**config.mk**
```make
export PLATFORM = sky130hd
export DESIGN_NAME = cfs_core_fetch_execute_sequencer
export DESIGN_NICKNAME = d
export VERILOG_FILES = /design/src/hdl/cfs_pkg.sv /design/src/hdl/cfs_core_fetch_execute_sequencer.sv
export SDC_FILE = /design/constraint.sdc
export NUM_CORES = 1
export LEC_CHECK = 0
export BUFFER_PORTS_ARGS = -buffer_cell sky130_fd_sc_hd__buf_2
export CAP_MARGIN = 5
export CORE_MARGIN = 3
export CORE_UTILIZATION = 30
export DETAILED_ROUTE_END_ITERATION = 10
export GPL_TIMING_DRIVEN = 0
export MAX_ROUTING_LAYER = met4
export PLACE_DENSITY_LB_ADDON = 0.05
export SLEW_MARGIN = 40
export SYNTH_ARGS = -nofsm -noshare
export SYNTH_HDL_FRONTEND = slang
export SYNTH_SLANG_ARGS = --single-unit
```
**constraint.sdc**
```tcl
create_clock -name clk_i -period 3.4 [get_ports clk_i]
set_clock_uncertainty 0.2 [all_clocks]
set_input_delay 0.34 -clock clk_i [delete_from_list [all_inputs] [get_ports clk_i]]
set_output_delay 0.34 -clock clk_i [all_outputs]
set_load 0.1 [all_outputs]
```
**src/hdl/cfs_pkg.sv**
```systemverilog
// Package for the fetch and execute sequencer
package cfs_pkg;

  localparam int PC_W = 13;
  localparam int INSN_W = 14;
  localparam int DATA_W = 8;
  localparam int OFFS_W = 7;
  localparam int BANK_W = 2;
  localparam int DADDR_W = BANK_W + OFFS_W;

  // Implemented program space: 10, 11, 12 or 13 address bits
  localparam int PROG_ADDR_BITS = 13;
  localparam logic [PC_W-1:0] PROG_MASK =
    PC_W'((32'h1 << PROG_ADDR_BITS) - 32'h1);

  localparam logic [PC_W-1:0] RESET_VECTOR = 13'h0000;
  localparam logic [PC_W-1:0] INT_VECTOR = 13'h0004;

  // Special function register layout inside every bank
  localparam logic [OFFS_W-1:0] STATUS_OFFS = 7'h03;
  localparam logic [OFFS_W-1:0] PCLATH_OFFS = 7'h0a;
  localparam logic [OFFS_W-1:0] SFR_TOP = 7'h20;
  localparam logic [DATA_W-1:0] STATUS_RESET = 8'h18;
  localparam logic [DATA_W-1:0] PCLATH_RESET = 8'h00;
  localparam logic [DATA_W-1:0] W_RESET = 8'h00;
  localparam int BANK_HI_BIT = 6;
  localparam int BANK_LO_BIT = 5;
  localparam int ZERO_BIT = 2;
  localparam int PCLATH_JUMP_HI = 4;
  localparam int PCLATH_JUMP_LO = 3;

  localparam logic [INSN_W-1:0] NOP_WORD = 14'h0000;

  // Phases of one instruction cycle
  typedef enum logic [1:0] {
    PH_ONE = 2'b00,
    PH_TWO = 2'b01,
    PH_THREE = 2'b10,
    PH_FOUR = 2'b11
  } cfs_phase_type;

  // Operation classes
  typedef enum logic [2:0] {
    OP_NONE = 3'b000,
    OP_MOVWF = 3'b001,
    OP_MOVF = 3'b010,
    OP_ADDWF = 3'b011,
    OP_BCF = 3'b100,
    OP_BSF = 3'b101,
    OP_MOVLW = 3'b110,
    OP_JUMP = 3'b111
  } cfs_op_type;

  // Opcode fields
  localparam logic [6:0] ENC_MOVWF = 7'b0000001;
  localparam logic [5:0] ENC_MOVF = 6'b001000;
  localparam logic [5:0] ENC_ADDWF = 6'b000111;
  localparam logic [3:0] ENC_BCF = 4'b0100;
  localparam logic [3:0] ENC_BSF = 4'b0101;
  localparam logic [3:0] ENC_MOVLW = 4'b1100;
  localparam logic [1:0] ENC_JUMP = 2'b10;

  typedef struct packed {
    cfs_op_type op;
    logic rd_f;
    logic wr_f;
    logic wr_w;
    logic jump;
  } cfs_dec_type;

  // Data memory request towards the banked memory
  typedef struct packed {
    logic [DADDR_W-1:0] addr;
    logic rd;
    logic wr;
    logic [DATA_W-1:0] wdata;
    logic sfr;
  } cfs_dmem_req_type;

  localparam cfs_dmem_req_type DMEM_IDLE = '0;

endpackage : cfs_pkg

```
**src/hdl/cfs_core_fetch_execute_sequencer.sv**
```systemverilog
// Fetch and execute sequencer of the 8-bit core
// Function
// - Divide oscillator by four into phases
// - Advance program counter in phase one
// - Capture program word in phase four
// - Overlap next fetch with current execution
// - Present instruction phase one, execute two-four
// - Operand read phase two, write phase four
// - Jumps take two cycles, prefetch discarded
// - Thirteen-bit counter, 8K by 14 space
// - Addresses wrap onto implemented program memory
// - Start at zero, interrupt vector four
// - Two status bits select data bank
// - Each bank holds 128 byte locations
// - Low bank locations are special registers
// - Frequent special registers mirrored across banks
`timescale 1ns/1ps
`default_nettype none

module cfs_core_fetch_execute_sequencer
  import cfs_pkg::*;
(
  input wire logic clk_i,
  input wire logic reset_i,
  input wire logic [cfs_pkg::INSN_W-1:0] prog_word_i,
  input wire logic [cfs_pkg::DATA_W-1:0] dmem_rdata_i,
  input wire logic irq_i,
  output logic [cfs_pkg::PC_W-1:0] prog_addr_o,
  output logic [3:0] phase_o,
  output cfs_pkg::cfs_dmem_req_type dmem_o,
  output logic irq_ack_o,
  output logic [cfs_pkg::DATA_W-1:0] w_o,
  output logic [cfs_pkg::DATA_W-1:0] status_o
);
  import cfs_pkg::*;

  cfs_phase_type phase_q;
  logic [PC_W-1:0] pc_q;
  logic [INSN_W-1:0] ir_q;
  logic [INSN_W-1:0] exec_q;
  logic exec_valid_q;
  logic kill_q;
  logic [DATA_W-1:0] operand_q;
  logic [DATA_W-1:0] result_q;
  logic [DATA_W-1:0] pclath_q;
  cfs_dec_type dec_next;
  cfs_dec_type dec;
  logic [BANK_W-1:0] bank;
  logic next_internal;
  logic exec_internal;
  logic take_irq;
  logic redirect;
  logic [PC_W-1:0] target;
  logic [DATA_W-1:0] bit_mask;
  logic [DATA_W-1:0] sfr_value;

  function automatic cfs_dec_type decode(input logic [INSN_W-1:0] insn);
    cfs_dec_type d;
    d = '0;
    d.op = OP_NONE;
    if (insn[13:7] == ENC_MOVWF)
    begin
      d.op = OP_MOVWF;
      d.wr_f = 1'b1;
    end
    else if (insn[13:8] == ENC_MOVF || insn[13:8] == ENC_ADDWF)
    begin
      d.op = (insn[13:8] == ENC_MOVF) ? OP_MOVF : OP_ADDWF;
      d.rd_f = 1'b1;
      d.wr_f = insn[7];
      d.wr_w = ~insn[7];
    end
    else if (insn[13:10] == ENC_BCF || insn[13:10] == ENC_BSF)
    begin
      d.op = (insn[13:10] == ENC_BCF) ? OP_BCF : OP_BSF;
      d.rd_f = 1'b1;
      d.wr_f = 1'b1;
    end
    else if (insn[13:10] == ENC_MOVLW)
    begin
      d.op = OP_MOVLW;
      d.wr_w = 1'b1;
    end
    else if (insn[13:12] == ENC_JUMP)
    begin
      d.op = OP_JUMP;
      d.jump = 1'b1;
    end
    return d;
  endfunction : decode

  // Bank and mirrored register decode
  assign bank = {status_o[BANK_HI_BIT], status_o[BANK_LO_BIT]};
  assign dec_next = decode(ir_q);
  assign dec = decode(exec_q);
  assign next_internal = (ir_q[6:0] == STATUS_OFFS) ||
                         (ir_q[6:0] == PCLATH_OFFS);
  assign exec_internal = (exec_q[6:0] == STATUS_OFFS) ||
                         (exec_q[6:0] == PCLATH_OFFS);
  assign sfr_value = (exec_q[6:0] == STATUS_OFFS) ? status_o : pclath_q;
  assign bit_mask = DATA_W'(8'h01 << exec_q[9:7]);

  // Branch and interrupt redirection at the end of phase four
  assign take_irq = irq_i && exec_valid_q && !dec.jump;
  assign redirect = (exec_valid_q && dec.jump) || take_irq;
  assign target = take_irq ? INT_VECTOR :
                  {pclath_q[PCLATH_JUMP_HI:PCLATH_JUMP_LO], exec_q[10:0]};

  // Phase generator
  always_ff @(posedge clk_i)
  begin
    if (reset_i)
    begin
      phase_q <= PH_ONE;
      phase_o <= 4'h1;
    end
    else
    begin
      case (phase_q)
        PH_ONE:
        begin
          phase_q <= PH_TWO;
          phase_o <= 4'h2;
        end
        PH_TWO:
        begin
          phase_q <= PH_THREE;
          phase_o <= 4'h4;
        end
        PH_THREE:
        begin
          phase_q <= PH_FOUR;
          phase_o <= 4'h8;
        end
        default:
        begin
          phase_q <= PH_ONE;
          phase_o <= 4'h1;
        end
      endcase
    end
  end

  // Program counter and fetch
  always_ff @(posedge clk_i)
  begin
    if (reset_i)
    begin
      pc_q <= RESET_VECTOR;
      prog_addr_o <= RESET_VECTOR;
      ir_q <= NOP_WORD;
    end
    else
    begin
      case (phase_q)
        PH_ONE:
        begin
          prog_addr_o <= pc_q & PROG_MASK;
          pc_q <= PC_W'(pc_q + 13'h0001) & PROG_MASK;
        end
        PH_FOUR:
        begin
          ir_q <= prog_word_i;
          if (redirect)
          begin
            pc_q <= target & PROG_MASK;
          end
        end
        default:
        begin
          pc_q <= pc_q;
        end
      endcase
    end
  end

  // Execution stage and flush
  always_ff @(posedge clk_i)
  begin
    if (reset_i)
    begin
      exec_q <= NOP_WORD;
      exec_valid_q <= 1'b0;
      kill_q <= 1'b0;
      irq_ack_o <= 1'b0;
    end
    else
    begin
      irq_ack_o <= 1'b0;
      case (phase_q)
        PH_ONE:
        begin
          exec_q <= ir_q;
          exec_valid_q <= ~kill_q;
          kill_q <= 1'b0;
        end
        PH_FOUR:
        begin
          kill_q <= redirect;
          irq_ack_o <= take_irq;
        end
        default:
        begin
          kill_q <= kill_q;
        end
      endcase
    end
  end

  // Data memory operand read and destination write
  always_ff @(posedge clk_i)
  begin
    if (reset_i)
    begin
      dmem_o <= DMEM_IDLE;
      operand_q <= '0;
      result_q <= '0;
    end
    else
    begin
      case (phase_q)
        PH_ONE:
        begin
          dmem_o.addr <= {bank, ir_q[6:0]};
          dmem_o.sfr <= (ir_q[6:0] < SFR_TOP);
          dmem_o.rd <= ~kill_q && dec_next.rd_f && !next_internal;
          dmem_o.wr <= 1'b0;
        end
        PH_TWO:
        begin
          operand_q <= exec_internal ? sfr_value : dmem_rdata_i;
          dmem_o.rd <= 1'b0;
        end
        PH_THREE:
        begin
          case (dec.op)
            OP_MOVWF: result_q <= w_o;
            OP_MOVF: result_q <= operand_q;
            OP_ADDWF: result_q <= DATA_W'(operand_q + w_o);
            OP_BCF: result_q <= operand_q & ~bit_mask;
            OP_BSF: result_q <= operand_q | bit_mask;
            OP_MOVLW: result_q <= exec_q[7:0];
            default: result_q <= '0;
          endcase
          dmem_o.wr <= exec_valid_q && dec.wr_f && !exec_internal;
          case (dec.op)
            OP_MOVWF: dmem_o.wdata <= w_o;
            OP_BCF: dmem_o.wdata <= operand_q & ~bit_mask;
            OP_BSF: dmem_o.wdata <= operand_q | bit_mask;
            OP_ADDWF: dmem_o.wdata <= DATA_W'(operand_q + w_o);
            default: dmem_o.wdata <= operand_q;
          endcase
        end
        default:
        begin
          dmem_o.wr <= 1'b0;
        end
      endcase
    end
  end

  // Working register
  always_ff @(posedge clk_i)
  begin
    if (reset_i)
    begin
      w_o <= W_RESET;
    end
    else if (phase_q == PH_FOUR && exec_valid_q && dec.wr_w)
    begin
      w_o <= result_q;
    end
  end

  // Mirrored status and latch registers, one copy each
  always_ff @(posedge clk_i)
  begin
    if (reset_i)
    begin
      status_o <= STATUS_RESET;
      pclath_q <= PCLATH_RESET;
    end
    else if (phase_q == PH_FOUR && exec_valid_q)
    begin
      if (dec.wr_f && exec_q[6:0] == STATUS_OFFS)
      begin
        status_o <= result_q;
      end
      else if (dec.op == OP_MOVF || dec.op == OP_ADDWF)
      begin
        status_o[ZERO_BIT] <= (result_q == '0);
      end
      if (dec.wr_f && exec_q[6:0] == PCLATH_OFFS)
      begin
        pclath_q <= result_q;
      end
    end
  end

endmodule : cfs_core_fetch_execute_sequencer

`default_nettype wire

```
======== Word level (Yosys, flattened, before mapping) ========
Index checks and enable logic that the tools add are counted.
cells by class
  eq/ne operators ......................... 28
  shift operators ......................... 1
  reduce and logical (&&, ||, !) cells .... 32
  $add $sub $neg .......................... 2
  mux-type cells .......................... 36
  bitwise operators ....................... 7
  order comparisons ....................... 1
operator list
  operator                                                         count
  8-bit case mux with 6 select lines                               1
  8-bit case mux with 4 select lines                               1
  13-bit 2-to-1 mux                                                2
  13-bit case mux with 2 select lines                              1
  4-bit by 3-bit == test with 1-bit output, second input constant  4
  8-bit 2-to-1 mux                                                 2
  3-bit 2-to-1 mux                                                 5
  7-bit by 1-bit == test with 1-bit output, second input constant  2
  7-bit by 2-bit == test with 1-bit output, second input constant  2
  7-bit by 4-bit == test with 1-bit output, second input constant  2
  13-bit by 1-bit adder with 13-bit output, second input constant  1
  1-bit 2-to-1 mux                                                 13
  6-bit by 3-bit == test with 1-bit output, second input constant  2
  6-bit by 4-bit == test with 1-bit output, second input constant  2
  4-bit case mux with 3 select lines                               1
  1-bit logical AND                                                11
  2-bit 2-to-1 mux                                                 5
  3-bit == test, second input constant                             3
  8-bit adder                                                      1
  8-bit bitwise AND                                                1
  2-bit == test, second input constant                             4
  4-bit == test, second input constant                             2
  8-bit zero test                                                  1
  1-bit logical OR                                                 8
  17 further kinds                                                 30
word-level totals
  word-level logic and storage cells ...... 127
  input bits .............................. 25
  register bits ........................... 123
  output and inout bits ................... 54

======== Longest topological paths before layout ========
  word-level depth ........................ 11
  mapped depth ............................ 8
  mapped depth without buffers ............ 8

======== Least setup slack after synthesis ========
Ideal clock, no wire load.
  kind .................................... register -> register
  start ................................... register w_o[1] (netlist bit)
  end ..................................... register result_q[7]
  arrival time ............................ 2.481 ns
  required time ........................... 3.061 ns
  clock period less this slack ............ 2.820 ns
  buffers on the path ..................... 0
  library setup time ...................... 0.139 ns
  cell stages (with the launch flop) ...... 8
  path slack .............................. 0.580 ns
  cells stage by stage .................... dfxtp_1 -> ha_1 -> a211oi_1 -> nor3_1 -> mux2_2 -> o21ai_0 -> nor3b_1 -> a221oi_1
on the way
  cells in the longest elaborated chain, start to end .. 2
RTL lines
  item                                line                                     RTL
  from (decl)                         cfs_core_fetch_execute_sequencer.sv:32   output logic [cfs_pkg::DATA_W-1:0] w_o,
  from (signal assigned)              cfs_core_fetch_execute_sequencer.sv:271  w_o <= result_q;
  8-bit adder                         cfs_core_fetch_execute_sequencer.sv:239  OP_ADDWF: result_q <= DATA_W'(operand_q + w_o);
  8-bit case mux with 6 select lines  cfs_core_fetch_execute_sequencer.sv:236  case (dec.op)
  to (signal assigned)                cfs_core_fetch_execute_sequencer.sv:237  OP_MOVWF: result_q <= w_o;
  to (signal assigned)                cfs_core_fetch_execute_sequencer.sv:239
  to (signal assigned)                cfs_core_fetch_execute_sequencer.sv:240  OP_BCF: result_q <= operand_q & ~bit_mask;
  to (decl)                           cfs_core_fetch_execute_sequencer.sv:44   logic [DATA_W-1:0] result_q;
No other way between the ends.
A chain may end at the register's enable or synchronous reset.

======== Final worst setup path ========
  start ................................... register exec_q[11]
  end ..................................... register pclath_q[0]
on the way
  cells in the longest elaborated chain, start to end .. 7
  elaborated cells on any way between the ends .. 12
  those cells by class .................... eq/ne: 5; mux: 3; reduce/logical: 4
RTL lines
  item                                      line                                     RTL
  from (decl)                               cfs_core_fetch_execute_sequencer.sv:40   logic [INSN_W-1:0] exec_q;
  from (signal assigned)                    cfs_core_fetch_execute_sequencer.sv:193  exec_q <= ir_q;
  4-bit by 3-bit == test with 1-bit output  cfs_core_fetch_execute_sequencer.sv:73   else if (insn[13:10] == ENC_BCF || insn[13:10] == ENC_BSF)
  1-bit logical OR                          cfs_core_fetch_execute_sequencer.sv:73
  2-bit 2-to-1 mux                          cfs_core_fetch_execute_sequencer.sv:73
  6-bit 2-to-1 mux                          cfs_core_fetch_execute_sequencer.sv:66   else if (insn[13:8] == ENC_MOVF || insn[13:8] == ENC_ADDWF)
  1-bit 2-to-1 mux (*)                      cfs_core_fetch_execute_sequencer.sv:61   if (insn[13:7] == ENC_MOVWF)
  1-bit logical AND (*)                     cfs_core_fetch_execute_sequencer.sv:293  if (dec.wr_f && exec_q[6:0] == PCLATH_OFFS)
  2-bit AND reduction (no source line) (*)  n/a
  to (signal assigned)                      cfs_core_fetch_execute_sequencer.sv:295  pclath_q <= result_q;
  to (decl)                                 cfs_core_fetch_execute_sequencer.sv:45   logic [DATA_W-1:0] pclath_q;
Mark *: on every way between the ends. The rest lies on a longest branch, timed or not.

==> impl_metrics.env <==
export IMPL_maxCapViolCount=0
export IMPL_max_stage_delay_ns=0.61
export IMPL_slowest_stage="nor4_4"
export IMPL_cp_end_kind="register"
export IMPL_num_rows=49
export IMPL_ys_flop_type="dfxtp_1"
export IMPL_path_clk_slew_ns=0.06
export IMPL_drcViolationCount=0
export IMPL_totalWireLength_microns=19370
export IMPL_syn_avg_cell_area_sq_um=8.836
export IMPL_ys_ff_latch=116
export IMPL_vias=5145
export IMPL_cts_root_buf="clkbuf_16"
export IMPL_cts_tree="built"
export IMPL_coreArea_sq_mm=0.01827
export IMPL_gp_congestion=0.8595
export IMPL_rsz0062_at_grt="false"
export IMPL_synth_xor_area_share=0.01082
export IMPL_layout_drive_gt1_share=0.1686
export IMPL_diodes=0
export IMPL_dr_pass1_iters=5
export IMPL_htreeDepth=4
export IMPL_dieArea_sq_mm=0.02057
export IMPL_grt_remaining_overflow=0
export IMPL_grt_max_degree=17
export IMPL_synth_enable_flop_cells=0
export IMPL_async_flop_share=0
export IMPL_antenna_found_initial=0
export IMPL_synth_cells=641
export IMPL_fp_dieH_microns=143.4
export IMPL_cts_buffer_depth=2
export IMPL_hp_class="in2reg"
export IMPL_finalSetupViolCount=0
export IMPL_drv_slew=0
export IMPL_max_freq_mhz=356.0
export IMPL_hold_viol=0
export IMPL_synth_compound_area_frac=0.1674
export IMPL_cts_sinks=116
export IMPL_synthSimpleGateAreaFrac=0.1875
export IMPL_grt_pass1_vias=5005
export IMPL_via_per_inst=5.176
export IMPL_synth_top_family_by_area="simple AND/OR/NAND/NOR gates"
export IMPL_vdd_drop_max_uv=553.2
export IMPL_cts_resized=0
export IMPL_syn_num_nets=680
export IMPL_critPathKind="reg2reg"
export IMPL_areaGrowthSynthToFinish_pct=25.78
export IMPL_die_w_microns=143.4
export IMPL_crit_chain="or4b_4 > a211oi_4 > a2bb2oi_2 > nor4_4 > mux2i_1 > nor2_1"
export IMPL_clk_latency_ns=0.42
export IMPL_period_needed_ns=2.809
export IMPL_slew_limit_headroom=0.4695
export IMPL_cp_arrival_ns=2.88
export IMPL_hold_worst_slack_ns=0.05751
export IMPL_grt_pass1_wl_microns=29880
export IMPL_pwr_density_cell_mw_per_mm2=759.2
export IMPL_status="complete, no violations"
export IMPL_post_drt_wl_per_cell_microns=19.49
export IMPL_muxShareOfSynthArea=0.1451
export IMPL_synth_warnings=0
export IMPL_post_cts_setup_buffers=0
export IMPL_seq_area_frac_synth=0.4100
export IMPL_power_leakage_uw=0.003078
export IMPL_place_area_sq_mm=0.006367
export IMPL_final_setup_tns_ns=0
export IMPL_finalCritPeriodShare=0.8263
export IMPL_required_ns=3.47
export IMPL_port_buffer_count=77
export IMPL_yosys_area_share_adder=0.03225
export IMPL_drt_initial_drc_count=317
export IMPL_critPathLaunchType="register"
export IMPL_fin_util=0.3899
export IMPL_critPathBufInv=0
export IMPL_crit_fanout=8
export IMPL_start_util=0.3100
export IMPL_final_common_cell="dfxtp_1"
export IMPL_dp_hpwl_microns=14180
export IMPL_tightest_slew_ns=0.7958
export IMPL_cts_made_buffers=17
export IMPL_ant_nets=0
export IMPL_grt_use_total=0.1994
export IMPL_ioPinCount=79
export IMPL_final_nets=791
export IMPL_ys_types=61
export IMPL_design_area_sq_mm=0.007124
export IMPL_synth_area_sq_mm=0.005664
export IMPL_path_delay_family="simple AND/OR/NAND/NOR gates"
export IMPL_cts_hold_buf=14
export IMPL_layout_common_cells="116 x dfxtp_1, 95 x nor2_1, 81 x mux2i_1, 79 x buf_2, 44 x nand2_1"
through the flow:
stage	setup slack [ns]	power [uW]	cells
finish	0.5907	5409	994
global route	0.4749	5669	994
CTS	0.6151	5452	994
detailed placement	0.6362	3518	948
global placement	0.4785	3483	947
floorplan	0.5801	3055	641
cells in the mapped netlist (4+ instances only):
cell type,n,area share
a211oi_1,10,0.013
a21o_1,8,0.011
a21oi_1,41,0.036
a221oi_1,12,0.019
a22o_1,5,0.0077
a22oi_1,4,0.0053
a311oi_1,7,0.011
buf_1,6,0.0040
buf_4,7,0.0093
clkbuf_1,34,0.023
dfxtp_1,116,0.41
ha_1,13,0.029
inv_1,11,0.0073
mux2i_1,81,0.14
nand2_1,44,0.029
nand2b_1,15,0.017
nand3_1,15,0.013
nor2_1,95,0.063
nor2b_1,6,0.0066
nor3_1,19,0.017
nor4_1,7,0.0077
o211ai_1,8,0.011
o21ai_0,16,0.014
xnor2_1,4,0.0062
area by class of cell:
type / instances / area [sq um]
buffer: 50 / 225.2
multi-input combinational: 464 / 3097
fill: 1867 / 11150
clock inverter: 13 / 182.7
inverter: 11 / 41.29
tap: 229 / 286.5
clock buffer: 19 / 432.9
timing repair buffer: 92 / 536.8
sequential: 116 / 2322
routing by layer:
layer | global-route usage | part of all wire | vias to the layer above
li1 | - | - | 2540
met1 | 0.2808 | 0.49 | 2408
met2 | 0.2838 | 0.43 | 171
met3 | 0.04659 | 0.060 | 26
met4 | 0.05996 | 0.021 | 0
met5 | - | 0 | -
tightest hold or removal path: cells and delay by family:
family / cells / cell delay (ns)
AO/OA/AOI/OAI: 2 / 0.21
buffers and inverters: 1 / 0.08
flip-flops by register name, indices dropped and copies added (netlist names), 2 cells and up:
register,count
pclath_q,8
result_q,8
prog_addr_o,13
status_o,8
dmem_o,13
w_o,8
operand_q,8
phase_o,4
phase_q,2
ir_q,14
pc_q,13
exec_q,14
path summary, 6_finish.rpt:
check                                startpoint            to  slack (ns)  cells past startpoint
worst min register to register        dmem_o[2]     dmem_o[2]        0.28                      2
worst min-delay path            dmem_rdata_i[1]  operand_q[1]        0.06                      3
worst max-delay path                 exec_q[11]   pclath_q[0]        0.59                      6
worst max register to register       exec_q[11]   pclath_q[0]        0.59                      6
cells by family after synthesis:
family,after synthesis
mux,82
compound gates,137
simple gates,224
buf+inv,61
xor+xnor,7
fa+ha+maj,14
flops,116
power by group:
group          internal (uW)  switching [uW]
combinational            518            1280
clock                   1230             684
sequential              1530             175
Note: power is estimated with default switching activity, not from simulation.
